$ cat src/logic/fmt_pkg.sv
// constants, field positions and carrier types of the sample output formatter
// assumes one system clock; pins are synchronised inside the formatter
//
// Summary of operation
// - cfg bit 13 selects output swing
// - offset binary default, bit 4 two's complement
// - no split: full rate, one bus each
// - split: half rate on doubled buses
// - split choice comes only from pin
// - split 1:2 per channel, 1:4 interleaved (OUT_DES is stored but ignored; split is always 1:2)
// - no split: only double rate, zero phase
// - test mode drives patterns on all outputs of powered-up channels, except the delayed buses, which stay zero with no split
// - powered-down channel gets no pattern
// - each port alternates low word, complement
// - split pattern: five words repeating
// - no split pattern: ten words repeating
// - bit 3 puts trigger in lsb
// - trigger has same latency as data
// - trigger may be asynchronous, is synchronised
// - common-mode level chosen by pin
// - double rate phase from bit 14 in extended control mode, else from pin
// - single rate edge from bit 2
// - word order delayed q, delayed i, q, i
// - double rate clock at half word rate
package fmt_pkg;
	localparam int          SAMPLE_W        = 12;
	localparam logic [7:0]  ADDR_CFG        = 8'h00;
	localparam logic [7:0]  ADDR_OUTCTL     = 8'h04;
	localparam logic [7:0]  ADDR_STATUS     = 8'h08;
	localparam int          CFG_SDR_RISE    = 2;
	localparam int          CFG_STAMP       = 3;
	localparam int          CFG_TWOS        = 4;
	localparam int          CFG_SWING       = 13;
	localparam int          CFG_DPS         = 14;
	localparam int          OUT_ECM         = 0;
	localparam int          OUT_TEST        = 1;
	localparam int          OUT_PD_I        = 2;
	localparam int          OUT_PD_Q        = 3;
	localparam int          OUT_DES         = 4;
	localparam int          OUT_SDR         = 5;
	localparam logic [15:0] CFG_RST         = 16'h0000;
	localparam logic [15:0] OUTCTL_RST      = 16'h0000;
	localparam logic [11:0] PAT_QD          = 12'h000;
	localparam logic [11:0] PAT_ID          = 12'h004;
	localparam logic [11:0] PAT_Q           = 12'h008;
	localparam logic [11:0] PAT_I           = 12'h010;
	localparam logic [3:0]  DEMUX_SEQ_LAST  = 4'h4;
	localparam logic [3:0]  NODEMUX_SEQ_LAST = 4'h9;
	localparam logic [9:0]  DEMUX_SEQ_MASK  = 10'h00a;
	localparam logic [9:0]  NODEMUX_SEQ_MASK = 10'h3ac;

	typedef enum {CLK_DDR0, CLK_DDR90, CLK_SDR} clk_mode_e;

	typedef struct packed {
		logic [11:0] q;
		logic [11:0] i;
		logic        or_q;
		logic        or_i;
	} sample_s;

	typedef struct packed {
		logic [11:0] qd;
		logic [11:0] id;
		logic [11:0] q;
		logic [11:0] i;
		logic        or_q;
		logic        or_i;
	} out_word_s;
endpackage : fmt_pkg

$ cat src/logic/adc_output_formatter.sv
// output formatter: formats samples, splits them onto buses, drives patterns
// and forwards the output data clock
// assumes converter samples arrive on i_mclk with i_smp_vld; pins are asynchronous
//
// Decided for this implementation: the register addresses and the plain strobed port.
module adc_output_formatter (
	// clock and reset
	input  wire logic              i_mclk,
	input  wire logic              i_sys_rst,
	// register port
	input  wire logic [7:0]        i_addr,
	input  wire logic [15:0]       i_wdata,
	input  wire logic              i_wr,
	input  wire logic              i_rd,
	output logic      [15:0]       o_rdata,
	// converted samples
	input  wire logic              i_smp_vld,
	input  wire fmt_pkg::sample_s  i_smp,
	// pins
	input  wire logic              i_no_split_select_pin,
	input  wire logic              i_common_mode_select_pin,
	input  wire logic              i_outclk_realign_input,
	input  wire logic              i_ddr_phase_pin,
	// output buses and clock
	output fmt_pkg::out_word_s     o_bus,
	output logic                   o_output_data_clock,
	output logic                   o_output_swing_select,
	output logic                   o_common_mode_high
);
	////////////////////////////////////////////////////////////////////////////
	// pin synchronisers
	logic [3:0] pins_sync;
	logic       no_split;
	logic       cm_high;
	logic       trig_sync;
	logic       phase_pin;

	bit_sync2 #(.W(4)) u_pins (
		.i_mclk    (i_mclk),
		.i_sys_rst (i_sys_rst),
		.i_d       ({i_no_split_select_pin, i_common_mode_select_pin,
			i_outclk_realign_input, i_ddr_phase_pin}),
		.o_q       (pins_sync)
	);

	assign no_split  = pins_sync[3];
	assign cm_high   = pins_sync[2];
	assign trig_sync = pins_sync[1];
	assign phase_pin = pins_sync[0];

	////////////////////////////////////////////////////////////////////////////
	// registers
	logic [15:0] cfg_reg;
	logic [15:0] cfg_next;
	logic [15:0] outctl_reg;
	logic [15:0] outctl_next;
	logic [15:0] rdata_reg;
	logic [15:0] rdata_next;
	logic [3:0]  pat_index;

	always_comb begin
		cfg_next    = cfg_reg;
		outctl_next = outctl_reg;
		rdata_next  = 16'h0000;
		if (i_wr) begin
			unique case (i_addr)
				fmt_pkg::ADDR_CFG:    cfg_next    = i_wdata;
				fmt_pkg::ADDR_OUTCTL: outctl_next = {10'h000, i_wdata[5:0]};
				default:              ;
			endcase
		end
		if (i_rd) begin
			unique case (i_addr)
				fmt_pkg::ADDR_CFG:    rdata_next = cfg_reg;
				fmt_pkg::ADDR_OUTCTL: rdata_next = outctl_reg;
				fmt_pkg::ADDR_STATUS: rdata_next = {8'h00, pat_index, 1'b0,
					trig_sync, cm_high, no_split};
				default:              rdata_next = 16'h0000;
			endcase
		end
	end

	always_ff @(posedge i_mclk) begin
		if (i_sys_rst) begin
			cfg_reg    <= fmt_pkg::CFG_RST;
			outctl_reg <= fmt_pkg::OUTCTL_RST;
			rdata_reg  <= 16'h0000;
		end else begin
			cfg_reg    <= cfg_next;
			outctl_reg <= outctl_next;
			rdata_reg  <= rdata_next;
		end
	end

	assign o_rdata               = rdata_reg;
	assign o_output_swing_select = cfg_reg[fmt_pkg::CFG_SWING];
	assign o_common_mode_high    = cm_high;

	////////////////////////////////////////////////////////////////////////////
	// mode decode
	logic extended_control_mode;
	logic test_on;
	logic pd_i;
	logic pd_q;
	logic demux;
	fmt_pkg::clk_mode_e clk_mode;

	assign extended_control_mode     = outctl_reg[fmt_pkg::OUT_ECM];
	assign test_on = outctl_reg[fmt_pkg::OUT_TEST];
	assign pd_i    = outctl_reg[fmt_pkg::OUT_PD_I];
	assign pd_q    = outctl_reg[fmt_pkg::OUT_PD_Q];
	assign demux   = !no_split;

	always_comb begin
		if (no_split) begin
			clk_mode = fmt_pkg::CLK_DDR0;
		end else if (extended_control_mode && outctl_reg[fmt_pkg::OUT_SDR]) begin
			clk_mode = fmt_pkg::CLK_SDR;
		end else if (extended_control_mode ? cfg_reg[fmt_pkg::CFG_DPS] : phase_pin) begin
			clk_mode = fmt_pkg::CLK_DDR90;
		end else begin
			clk_mode = fmt_pkg::CLK_DDR0;
		end
	end

	////////////////////////////////////////////////////////////////////////////
	// formatting and splitting
	function automatic logic [11:0] fmt_word(input logic [11:0] d, input logic twos,
		input logic stamp, input logic trig);
		logic [11:0] r;
		r = twos ? {~d[11], d[10:0]} : d;
		if (stamp) begin
			r[0] = trig;
		end
		return r;
	endfunction : fmt_word

	fmt_pkg::sample_s  cur;
	fmt_pkg::sample_s  hold_reg;
	fmt_pkg::sample_s  hold_next;
	fmt_pkg::out_word_s bus_reg;
	fmt_pkg::out_word_s bus_next;
	logic              phase_reg;
	logic              phase_next;
	logic              wstr;
	logic              pat_high;

	always_comb begin
		cur.q    = fmt_word(i_smp.q, cfg_reg[fmt_pkg::CFG_TWOS],
			cfg_reg[fmt_pkg::CFG_STAMP], trig_sync);
		cur.i    = fmt_word(i_smp.i, cfg_reg[fmt_pkg::CFG_TWOS],
			cfg_reg[fmt_pkg::CFG_STAMP], trig_sync);
		cur.or_q = i_smp.or_q;
		cur.or_i = i_smp.or_i;
	end

	pattern_gen u_pat (
		.i_mclk    (i_mclk),
		.i_sys_rst (i_sys_rst),
		.i_clear   (!test_on),
		.i_step    (wstr && test_on),
		.i_demux   (demux),
		.o_high    (pat_high),
		.o_index   (pat_index)
	);

	always_comb begin
		phase_next = phase_reg;
		hold_next  = hold_reg;
		bus_next   = bus_reg;
		wstr       = 1'b0;
		if (i_smp_vld) begin
			if (demux && !phase_reg) begin
				hold_next  = cur;
				phase_next = 1'b1;
			end else begin
				wstr       = 1'b1;
				phase_next = 1'b0;
			end
		end
		if (wstr) begin
			if (test_on) begin
				if (demux) begin
					bus_next.qd = pat_high ? ~fmt_pkg::PAT_QD : fmt_pkg::PAT_QD;
					bus_next.id = pat_high ? ~fmt_pkg::PAT_ID : fmt_pkg::PAT_ID;
					bus_next.q  = pat_high ? ~fmt_pkg::PAT_Q : fmt_pkg::PAT_Q;
					bus_next.i  = pat_high ? ~fmt_pkg::PAT_I : fmt_pkg::PAT_I;
				end else begin
					bus_next.qd = 12'h000;
					bus_next.id = 12'h000;
					bus_next.q  = pat_high ? ~fmt_pkg::PAT_QD : fmt_pkg::PAT_QD;
					bus_next.i  = pat_high ? ~fmt_pkg::PAT_ID : fmt_pkg::PAT_ID;
				end
				bus_next.or_q = pat_high;
				bus_next.or_i = pat_high;
			end else if (demux) begin
				bus_next.qd   = hold_reg.q;
				bus_next.id   = hold_reg.i;
				bus_next.q    = cur.q;
				bus_next.i    = cur.i;
				bus_next.or_q = hold_reg.or_q | cur.or_q;
				bus_next.or_i = hold_reg.or_i | cur.or_i;
			end else begin
				bus_next.qd   = 12'h000;
				bus_next.id   = 12'h000;
				bus_next.q    = cur.q;
				bus_next.i    = cur.i;
				bus_next.or_q = cur.or_q;
				bus_next.or_i = cur.or_i;
			end
		end
		if (pd_i) begin
			bus_next.id   = 12'h000;
			bus_next.i    = 12'h000;
			bus_next.or_i = 1'b0;
		end
		if (pd_q) begin
			bus_next.qd   = 12'h000;
			bus_next.q    = 12'h000;
			bus_next.or_q = 1'b0;
		end
	end

	always_ff @(posedge i_mclk) begin
		if (i_sys_rst) begin
			hold_reg  <= '0;
			bus_reg   <= '0;
			phase_reg <= 1'b0;
		end else begin
			hold_reg  <= hold_next;
			bus_reg   <= bus_next;
			phase_reg <= phase_next;
		end
	end

	assign o_bus = bus_reg;

	////////////////////////////////////////////////////////////////////////////
	// output data clock
	logic clk_reg;
	logic clk_next;
	logic mid_reg;
	logic mid_next;

	always_comb begin
		clk_next = clk_reg;
		mid_next = 1'b0;
		if (wstr) begin
			mid_next = 1'b1;
			unique case (clk_mode)
				fmt_pkg::CLK_DDR0:  clk_next = ~clk_reg;
				fmt_pkg::CLK_DDR90: clk_next = clk_reg;
				fmt_pkg::CLK_SDR:   clk_next = cfg_reg[fmt_pkg::CFG_SDR_RISE];
			endcase
		end else if (mid_reg) begin
			unique case (clk_mode)
				fmt_pkg::CLK_DDR0:  clk_next = clk_reg;
				fmt_pkg::CLK_DDR90: clk_next = ~clk_reg;
				fmt_pkg::CLK_SDR:   clk_next = ~clk_reg;
			endcase
		end
	end

	always_ff @(posedge i_mclk) begin
		if (i_sys_rst) begin
			clk_reg <= 1'b0;
			mid_reg <= 1'b0;
		end else begin
			clk_reg <= clk_next;
			mid_reg <= mid_next;
		end
	end

	assign o_output_data_clock = clk_reg;

	////////////////////////////////////////////////////////////////////////////
	// checks
	property p_swing;
		@(posedge i_mclk) disable iff (i_sys_rst)
		(i_wr && i_addr == fmt_pkg::ADDR_CFG) |=> o_output_swing_select == $past(i_wdata[13]);
	endproperty
	a_swing: assert property (p_swing) else $error("swing not taken from write");

	property p_twos;
		@(posedge i_mclk) disable iff (i_sys_rst)
		(wstr && !test_on && !demux && !pd_q && cfg_reg[fmt_pkg::CFG_TWOS])
			|=> o_bus.q[11] == !$past(i_smp.q[11]);
	endproperty
	a_twos: assert property (p_twos) else $error("two's complement msb wrong");

	property p_pin_only;
		@(posedge i_mclk) disable iff (i_sys_rst)
		$changed(demux) |-> $past(i_no_split_select_pin, 2) != $past(i_no_split_select_pin, 3);
	endproperty
	a_pin_only: assert property (p_pin_only) else $error("split mode moved without pin");

	property p_nosplit_ddr0;
		@(posedge i_mclk) disable iff (i_sys_rst)
		no_split |-> clk_mode == fmt_pkg::CLK_DDR0;
	endproperty
	a_nosplit_ddr0: assert property (p_nosplit_ddr0) else $error("illegal clock mode");

	property p_pd_pattern;
		@(posedge i_mclk) disable iff (i_sys_rst)
		(test_on && pd_i) |=> (o_bus.i == 12'h000 && o_bus.id == 12'h000 && !o_bus.or_i);
	endproperty
	a_pd_pattern: assert property (p_pd_pattern) else $error("pattern on powered-down i");

	property p_nodemux_word;
		@(posedge i_mclk) disable iff (i_sys_rst)
		(wstr && test_on && !demux && !pd_q && !pd_i)
			|=> ((o_bus.q == 12'h000 && o_bus.i == 12'h004 && !o_bus.or_q)
			|| (o_bus.q == 12'hfff && o_bus.i == 12'hffb && o_bus.or_q));
	endproperty
	a_nodemux_word: assert property (p_nodemux_word) else $error("bad no-split pattern");

	property p_stamp;
		@(posedge i_mclk) disable iff (i_sys_rst)
		(wstr && !test_on && !demux && !pd_i && cfg_reg[fmt_pkg::CFG_STAMP])
			|=> o_bus.i[0] == $past(trig_sync);
	endproperty
	a_stamp: assert property (p_stamp) else $error("trigger not in lsb");

	property p_ddr0_toggle;
		@(posedge i_mclk) disable iff (i_sys_rst)
		(wstr && clk_mode == fmt_pkg::CLK_DDR0) |=> o_output_data_clock != $past(clk_reg);
	endproperty
	a_ddr0_toggle: assert property (p_ddr0_toggle) else $error("clock missed word edge");

	property p_sdr_edge;
		@(posedge i_mclk) disable iff (i_sys_rst)
		(wstr && clk_mode == fmt_pkg::CLK_SDR)
			|=> o_output_data_clock == $past(cfg_reg[2]) ##1 o_output_data_clock != $past(clk_reg);
	endproperty
	a_sdr_edge: assert property (p_sdr_edge) else $error("single rate edge wrong");

	c_demux_test: cover property (@(posedge i_mclk) disable iff (i_sys_rst)
		wstr && test_on && demux);
	c_nodemux_data: cover property (@(posedge i_mclk) disable iff (i_sys_rst)
		wstr && !test_on && !demux);
	c_ddr90: cover property (@(posedge i_mclk) disable iff (i_sys_rst)
		wstr && clk_mode == fmt_pkg::CLK_DDR90);
	c_stamp_hit: cover property (@(posedge i_mclk) disable iff (i_sys_rst)
		wstr && cfg_reg[fmt_pkg::CFG_STAMP] && trig_sync);
endmodule : adc_output_formatter

$ cat src/logic/bit_sync2.sv
// two flip-flop synchroniser for levels arriving from outside the clock domain
// assumes each bit is an independent level
module bit_sync2 #(
	parameter int W = 1
) (
	// clock and reset
	input  wire logic         i_mclk,
	input  wire logic         i_sys_rst,
	// level in and out
	input  wire logic [W-1:0] i_d,
	output logic      [W-1:0] o_q
);
	logic [W-1:0] meta_reg;
	logic [W-1:0] q_reg;

	always_ff @(posedge i_mclk) begin
		if (i_sys_rst) begin
			meta_reg <= '0;
			q_reg    <= '0;
		end else begin
			meta_reg <= i_d;
			q_reg    <= meta_reg;
		end
	end

	assign o_q = q_reg;
endmodule : bit_sync2

$ cat src/logic/pattern_gen.sv
// test pattern sequencer: tells whether the current word is the complemented one
// assumes i_step pulses once per output word while test mode runs
module pattern_gen (
	// clock and reset
	input  wire logic       i_mclk,
	input  wire logic       i_sys_rst,
	// control
	input  wire logic       i_clear,
	input  wire logic       i_step,
	input  wire logic       i_demux,
	// state
	output logic            o_high,
	output logic      [3:0] o_index
);
	logic [3:0] idx_reg;
	logic [3:0] idx_next;
	logic [3:0] last;

	always_comb begin
		last     = i_demux ? fmt_pkg::DEMUX_SEQ_LAST : fmt_pkg::NODEMUX_SEQ_LAST;
		idx_next = idx_reg;
		if (i_clear) begin
			idx_next = 4'h0;
		end else if (i_step) begin
			idx_next = (idx_reg >= last) ? 4'h0 : idx_reg + 4'h1;
		end
	end

	always_ff @(posedge i_mclk) begin
		if (i_sys_rst) begin
			idx_reg <= 4'h0;
		end else begin
			idx_reg <= idx_next;
		end
	end

	assign o_high  = i_demux ? fmt_pkg::DEMUX_SEQ_MASK[idx_reg] :
		fmt_pkg::NODEMUX_SEQ_MASK[idx_reg];
	assign o_index = idx_reg;

	////////////////////////////////////////////////////////////////////////////
	property p_demux_wrap;
		@(posedge i_mclk) disable iff (i_sys_rst)
		(i_step && !i_clear && i_demux && idx_reg == 4'h4) |=> idx_reg == 4'h0;
	endproperty
	a_demux_wrap: assert property (p_demux_wrap) else $error("five word sequence did not wrap");

	property p_nodemux_wrap;
		@(posedge i_mclk) disable iff (i_sys_rst)
		(i_step && !i_clear && !i_demux && idx_reg == 4'h9) |=> idx_reg == 4'h0;
	endproperty
	a_nodemux_wrap: assert property (p_nodemux_wrap) else $error("ten word sequence did not wrap");

	property p_hold_step;
		@(posedge i_mclk) disable iff (i_sys_rst)
		(!i_step && !i_clear) |=> $stable(idx_reg);
	endproperty
	a_hold_step: assert property (p_hold_step) else $error("pattern moved without a word");
endmodule : pattern_gen
$ cat config.mk
export PLATFORM = sky130hd
export DESIGN_NAME = adc_output_formatter
export DESIGN_NICKNAME = d
export VERILOG_FILES = /design/src/logic/fmt_pkg.sv /design/src/logic/adc_output_formatter.sv /design/src/logic/bit_sync2.sv /design/src/logic/pattern_gen.sv
export SDC_FILE = /design/constraint.sdc
export NUM_CORES = 1
export LEC_CHECK = 0
export ABC_AREA = 1
export BUFFER_PORTS_ARGS = -buffer_cell sky130_fd_sc_hd__buf_2
export CAP_MARGIN = 10
export CORE_MARGIN = 1
export CORE_UTILIZATION = 55
export CTS_CLUSTER_SIZE = 12
export DETAILED_ROUTE_END_ITERATION = 8
export PLACE_DENSITY_LB_ADDON = 0.1
export SLEW_MARGIN = 5
export SYNTH_ARGS = -nofsm -noshare
export SYNTH_HDL_FRONTEND = slang
export SYNTH_SLANG_ARGS = --single-unit
$ cat constraint.sdc
create_clock -name i_mclk -period 4.6 [get_ports i_mclk]
set_input_delay 0.46 -clock i_mclk [delete_from_list [all_inputs] [get_ports i_mclk]]
set_output_delay 0.46 -clock i_mclk [all_outputs]
set_load 0.01 [all_outputs]
==> report_table.html <==
<table>
<tr><th>Metric</th><th>Value</th></tr>
<tr><th colspan="2">Setup path</th></tr>
<tr><td>Worst reg2reg path depth</td><td>8</td></tr>
<tr><td>Critical path arrival</td><td>2.94 ns</td></tr>
<tr><td>Crit. End Element</td><td>register</td></tr>
<tr><td>FF-to-FF Start</td><td>outctl_reg[1]</td></tr>
<tr><td>Critical Setup Path Class</td><td>register to register</td></tr>
<tr><td>CP Data Required Time</td><td>5.00 ns</td></tr>
<tr><td>Reg2reg setup slack</td><td>~2.1 ns</td></tr>
<tr><td>Startpoint Class</td><td>register</td></tr>
<tr><td>R2R Path End</td><td>o_bus[25]</td></tr>
<tr><td>Maximum fanout along the worst path</td><td>27</td></tr>
<tr><th colspan="2">STA</th></tr>
<tr><td>Setup repair after global routing missed its margin</td><td>false</td></tr>
<tr><td>Setup Viol. Count Final</td><td>0</td></tr>
<tr><td>Worst slew margin</td><td>24.7%</td></tr>
<tr><td>Tightest Pin Transition</td><td>1.13 ns</td></tr>
<tr><td>Fmax</td><td>0.394 GHz</td></tr>
<tr><td>Total negative slack for setup checks</td><td>0 ns</td></tr>
<tr><td>Post-layout min period</td><td>2.54 ns</td></tr>
<tr><td>Total count of max-transition violations in the final report</td><td>0</td></tr>
<tr><td>Share of the clock period used by the worst path</td><td>55.1%</td></tr>
<tr><td>Worst hold slack</td><td>between 0.1 and 0.15 ns</td></tr>
<tr><td>Worst-case clock skew</td><td>0.00935 ns</td></tr>
<tr><td>Number of hold violations in the final report</td><td>0</td></tr>
<tr><th colspan="2">Cells and area</th></tr>
<tr><td>Most frequent cells in the layout</td><td>131 x dfxtp_1, 127 x buf_2, 113 x nand2_1, 86 x o21ai_0, 69 x nor2_1</td></tr>
<tr><td>Number of fill cells in the layout</td><td>721</td></tr>
<tr><td>Antenna fix cells</td><td>0</td></tr>
<tr><td>Nets@finish</td><td>817</td></tr>
<tr><td>Most common cell after layout, fill and taps aside</td><td>dfxtp_1</td></tr>
<tr><td>Share of post-route cells with drive strength above 1</td><td>26.2%</td></tr>
<tr><td>Max reg flops</td><td>50</td></tr>
<tr><td>Area Overhead vs Synth</td><td>24.0%</td></tr>
<tr><th colspan="2">Global routing</th></tr>
<tr><td>Wire length of the first global-routing pass</td><td>20,900 um</td></tr>
<tr><td>Pin count of the biggest net entering global routing</td><td>59</td></tr>
<tr><td>Via count of the first global-routing pass</td><td>4,439</td></tr>
<tr><td>Number of antenna violations at the first check in global routing</td><td>0</td></tr>
<tr><td>Overall Global Routing Usage</td><td>27.5%</td></tr>
<tr><td>Overflow left after global routing</td><td>0</td></tr>
<tr><th colspan="2">Detailed routing</th></tr>
<tr><td>Detailed-route vias per instance</td><td>5.44</td></tr>
<tr><td>Average wire per cell in the routed design</td><td>14.5 um</td></tr>
<tr><td>First drt pass iteration count</td><td>8</td></tr>
<tr><td>Total DRC errors in the routed layout</td><td>11</td></tr>
<tr><td>Total wire length</td><td>about 13,000 um</td></tr>
<tr><td>Post-DRT Antenna Nets</td><td>0</td></tr>
<tr><td>Vias after detailed routing</td><td>4,755</td></tr>
<tr><td>Violation count after the first detailed-routing iteration</td><td>331</td></tr>
<tr><th colspan="2">Worst hold path</th></tr>
<tr><td>Hold Path Depth</td><td>3</td></tr>
<tr><td>Worst Hold Path EP</td><td>u_pins.meta_reg[0]</td></tr>
<tr><td>Class of the most critical hold timing path</td><td>input port to register</td></tr>
<tr><td>Hold wc startpoint</td><td>i_ddr_phase_pin</td></tr>
<tr><th colspan="2">Outcome</th></tr>
<tr><td>Result of the run</td><td>finished, violations left</td></tr>
<tr><td>Violations in the final reports</td><td>DRC</td></tr>
<tr><th colspan="2">Pwr</th></tr>
<tr><td>Power dissipated by switching net loads</td><td>0.698 mW</td></tr>
<tr><td>Power per cell area</td><td>441 nW/um^2</td></tr>
<tr><td>Leakage</td><td>2.91 nW</td></tr>
<tr><td>Part of the total power dissipated in sequential elements</td><td>44.2%</td></tr>
<tr><td>Part of the power in the clock network</td><td>47.2%</td></tr>
<tr><td>Internal power component</td><td>~2.1 mW</td></tr>
<tr><td>Combinational Power Share</td><td>around 8.6%</td></tr>
<tr><td>Post-layout total power</td><td>about 2.8 mW</td></tr>
<tr><td>Switching power as a share of total power</td><td>25.2%</td></tr>
<tr><td>Maximum vdd ir drop</td><td>0.307 mV</td></tr>
<tr><th colspan="2">Clock tree</th></tr>
<tr><td>CTS Buffer Depth</td><td>2</td></tr>
<tr><td>Post-CTS Hold Fix Bufs</td><td>0</td></tr>
<tr><td>H-tree depth</td><td>4</td></tr>
<tr><td>Setup Fix Bufs, Post-CTS</td><td>0</td></tr>
<tr><td>Sinks on Clock Net</td><td>131</td></tr>
<tr><td>TritonCTS buffer count</td><td>17</td></tr>
<tr><td>Total of cells resized after clock tree synthesis</td><td>0</td></tr>
<tr><td>Clock tree root driver cell</td><td>clkbuf_8</td></tr>
<tr><td>Clock slew at reported path FFs</td><td>0.06 ns</td></tr>
<tr><td>Clock insertion delay at the later pin of the skew report</td><td>0.51 ns</td></tr>
<tr><td>CTS tree</td><td>built</td></tr>
<tr><th colspan="2">Synthesis</th></tr>
<tr><td>Most area-consuming cells after synthesis</td><td>dfxtp_1 52%, o21ai_0 8.5%, nand2_1 8.4%</td></tr>
<tr><td>Share of the synthesized area in the top cell type</td><td>around 52%</td></tr>
<tr><td>Avg Synthesized Cell Area</td><td>7.92 um^2</td></tr>
<tr><td>Synthesized area</td><td>about 5100 um^2</td></tr>
<tr><td>Adder-Cell Fraction of Synth Area</td><td>0.987%</td></tr>
<tr><td>Post-synthesis share of cell area spent on and, or, nand and nor gates</td><td>19.8%</td></tr>
<tr><td>Mapped Nets</td><td>703</td></tr>
<tr><td>Dominant combinational cell family by area after synthesis</td><td>compound AO/OA/AOI/OAI gates</td></tr>
<tr><td>Post-synth top area cell</td><td>dfxtp_1</td></tr>
<tr><td>Number of instances in the synthesized netlist</td><td>640</td></tr>
<tr><td>Synthesis warning total</td><td>0</td></tr>
<tr><td>Post-synthesis register bit count</td><td>131</td></tr>
<tr><td>Part of the Yosys area used for sequential elements</td><td>about half</td></tr>
<tr><td>Multiplexer share of the synthesized area</td><td>0%</td></tr>
<tr><td>Post-synthesis compound-gate area fraction</td><td>19.9%</td></tr>
<tr><td>Synthesized-area fraction occupied by xor and xnor cells</td><td>0.518%</td></tr>
<tr><td>Distinct cell type count after synthesis</td><td>31</td></tr>
<tr><th colspan="2">Floorplan</th></tr>
<tr><td>Total core area</td><td>about 9000 um^2</td></tr>
<tr><td>Area enclosed by the die boundary</td><td>9610 um^2</td></tr>
<tr><td>Horizontal extent of the die</td><td>98.0 um</td></tr>
<tr><td>Standard-cell row count</td><td>34</td></tr>
<tr><td>Number of placed I/O pins</td><td>about 130</td></tr>
<tr><td>Die height</td><td>98.0 um</td></tr>
<tr><td>Effective utilization at floorplan</td><td>57.6%</td></tr>
<tr><th colspan="2">Placement</th></tr>
<tr><td>Quantity of I/O buffers inserted on ports</td><td>127</td></tr>
<tr><td>Final HPWL from detailed placement</td><td>8430 um</td></tr>
<tr><td>GPL Wtd Cong</td><td>0.923</td></tr>
<tr><th colspan="2">Run</th></tr>
<tr><td>Max-capacitance violation count</td><td>0</td></tr>
</table>
metrics by stage:
stage                     cells  worst slack (ns)  utilization (%)  cell area, um^2
after floorplan             640              3.02                -             5070
after global placement      843              2.17             64.8             5710
after detailed placement    843              2.11             64.8             5710
after CTS                   874              2.11             71.4             6290
after global routing        874              1.90             71.4             6290
final                       874              2.06             71.4             6290
power by group through the flow:
stage	combinational, mW	clock, mW	sequential, mW
floorplan	0.132	0	1.26
global placement	0.233	0	1.25
detailed placement	0.237	0	1.25
CTS	0.240	1.31	1.22
global route	0.267	1.36	1.23
finish	0.239	1.31	1.22
cell type report:
cell class	count	area, um^2	share of cell area (%)
timing repair buffer	130	658	10.5
sequential	131	2620	41.7
clock buffer	18	428	6.81
tap	108	135	2.15
inverter	52	195	3.11
multi-input combinational	422	2100	33.3
clock inverter	13	151	2.41
kinds of logic (layout without fill, tap and decap cells):
group                      after synthesis  after routing
adders and majority gates                4              4
xor gates and xnor gates                 3              3
and+or+nand+nor                        236            236
AOI/OAI and AO/OA                      179            179
buffers and inverters                   87            213
DFF                                    131            131
routing by layer:
layer,up-vias,track usage (%),part of all wire [%]
met4,0,12.7,2.5
met1,2192,35.2,44
met2,195,44.6,46
li1,2333,-,-
met3,35,5.51,7.2
met5,-,0,0
cell usage after synthesis, drive strengths merged:
cell	instances
clkbuf	19
o21ai	89
buf	16
or2	1
inv	52
ha	4
a21oi	77
dfxtp	131
a211oi	1
nor3	10
o211ai	4
nand4	2
a31oi	5
xor2	3
a22oi	2
nand3	29
nand2	117
nor2	77
a21boi	1
critical path, stage by stage (launching register included):
cell	delay, ns
dfxtp_1	0.43
inv_2	0.42
nor2_1	0.15
nor2_4	0.47
nand2_1	0.14
inv_2	0.49
o21ai_1	0.17
o211ai_2	0.09
inv_1	0.05
worst max path at each step:
stage                        startpoint         to  slack (ns)  cells past startpoint
after floorplan           u_pins.o_q[3]   register        3.02                      8
after global routing      outctl_reg[1]  o_bus[25]        1.90                      8
after global placement    outctl_reg[1]  o_bus[13]        2.17                      8
final                     outctl_reg[1]  o_bus[25]        2.06                      8
after detailed placement  outctl_reg[1]  o_bus[25]        2.11                      8
after CTS                 outctl_reg[1]  o_bus[25]        2.11                      8
Power figures use the tool's default switching activity.
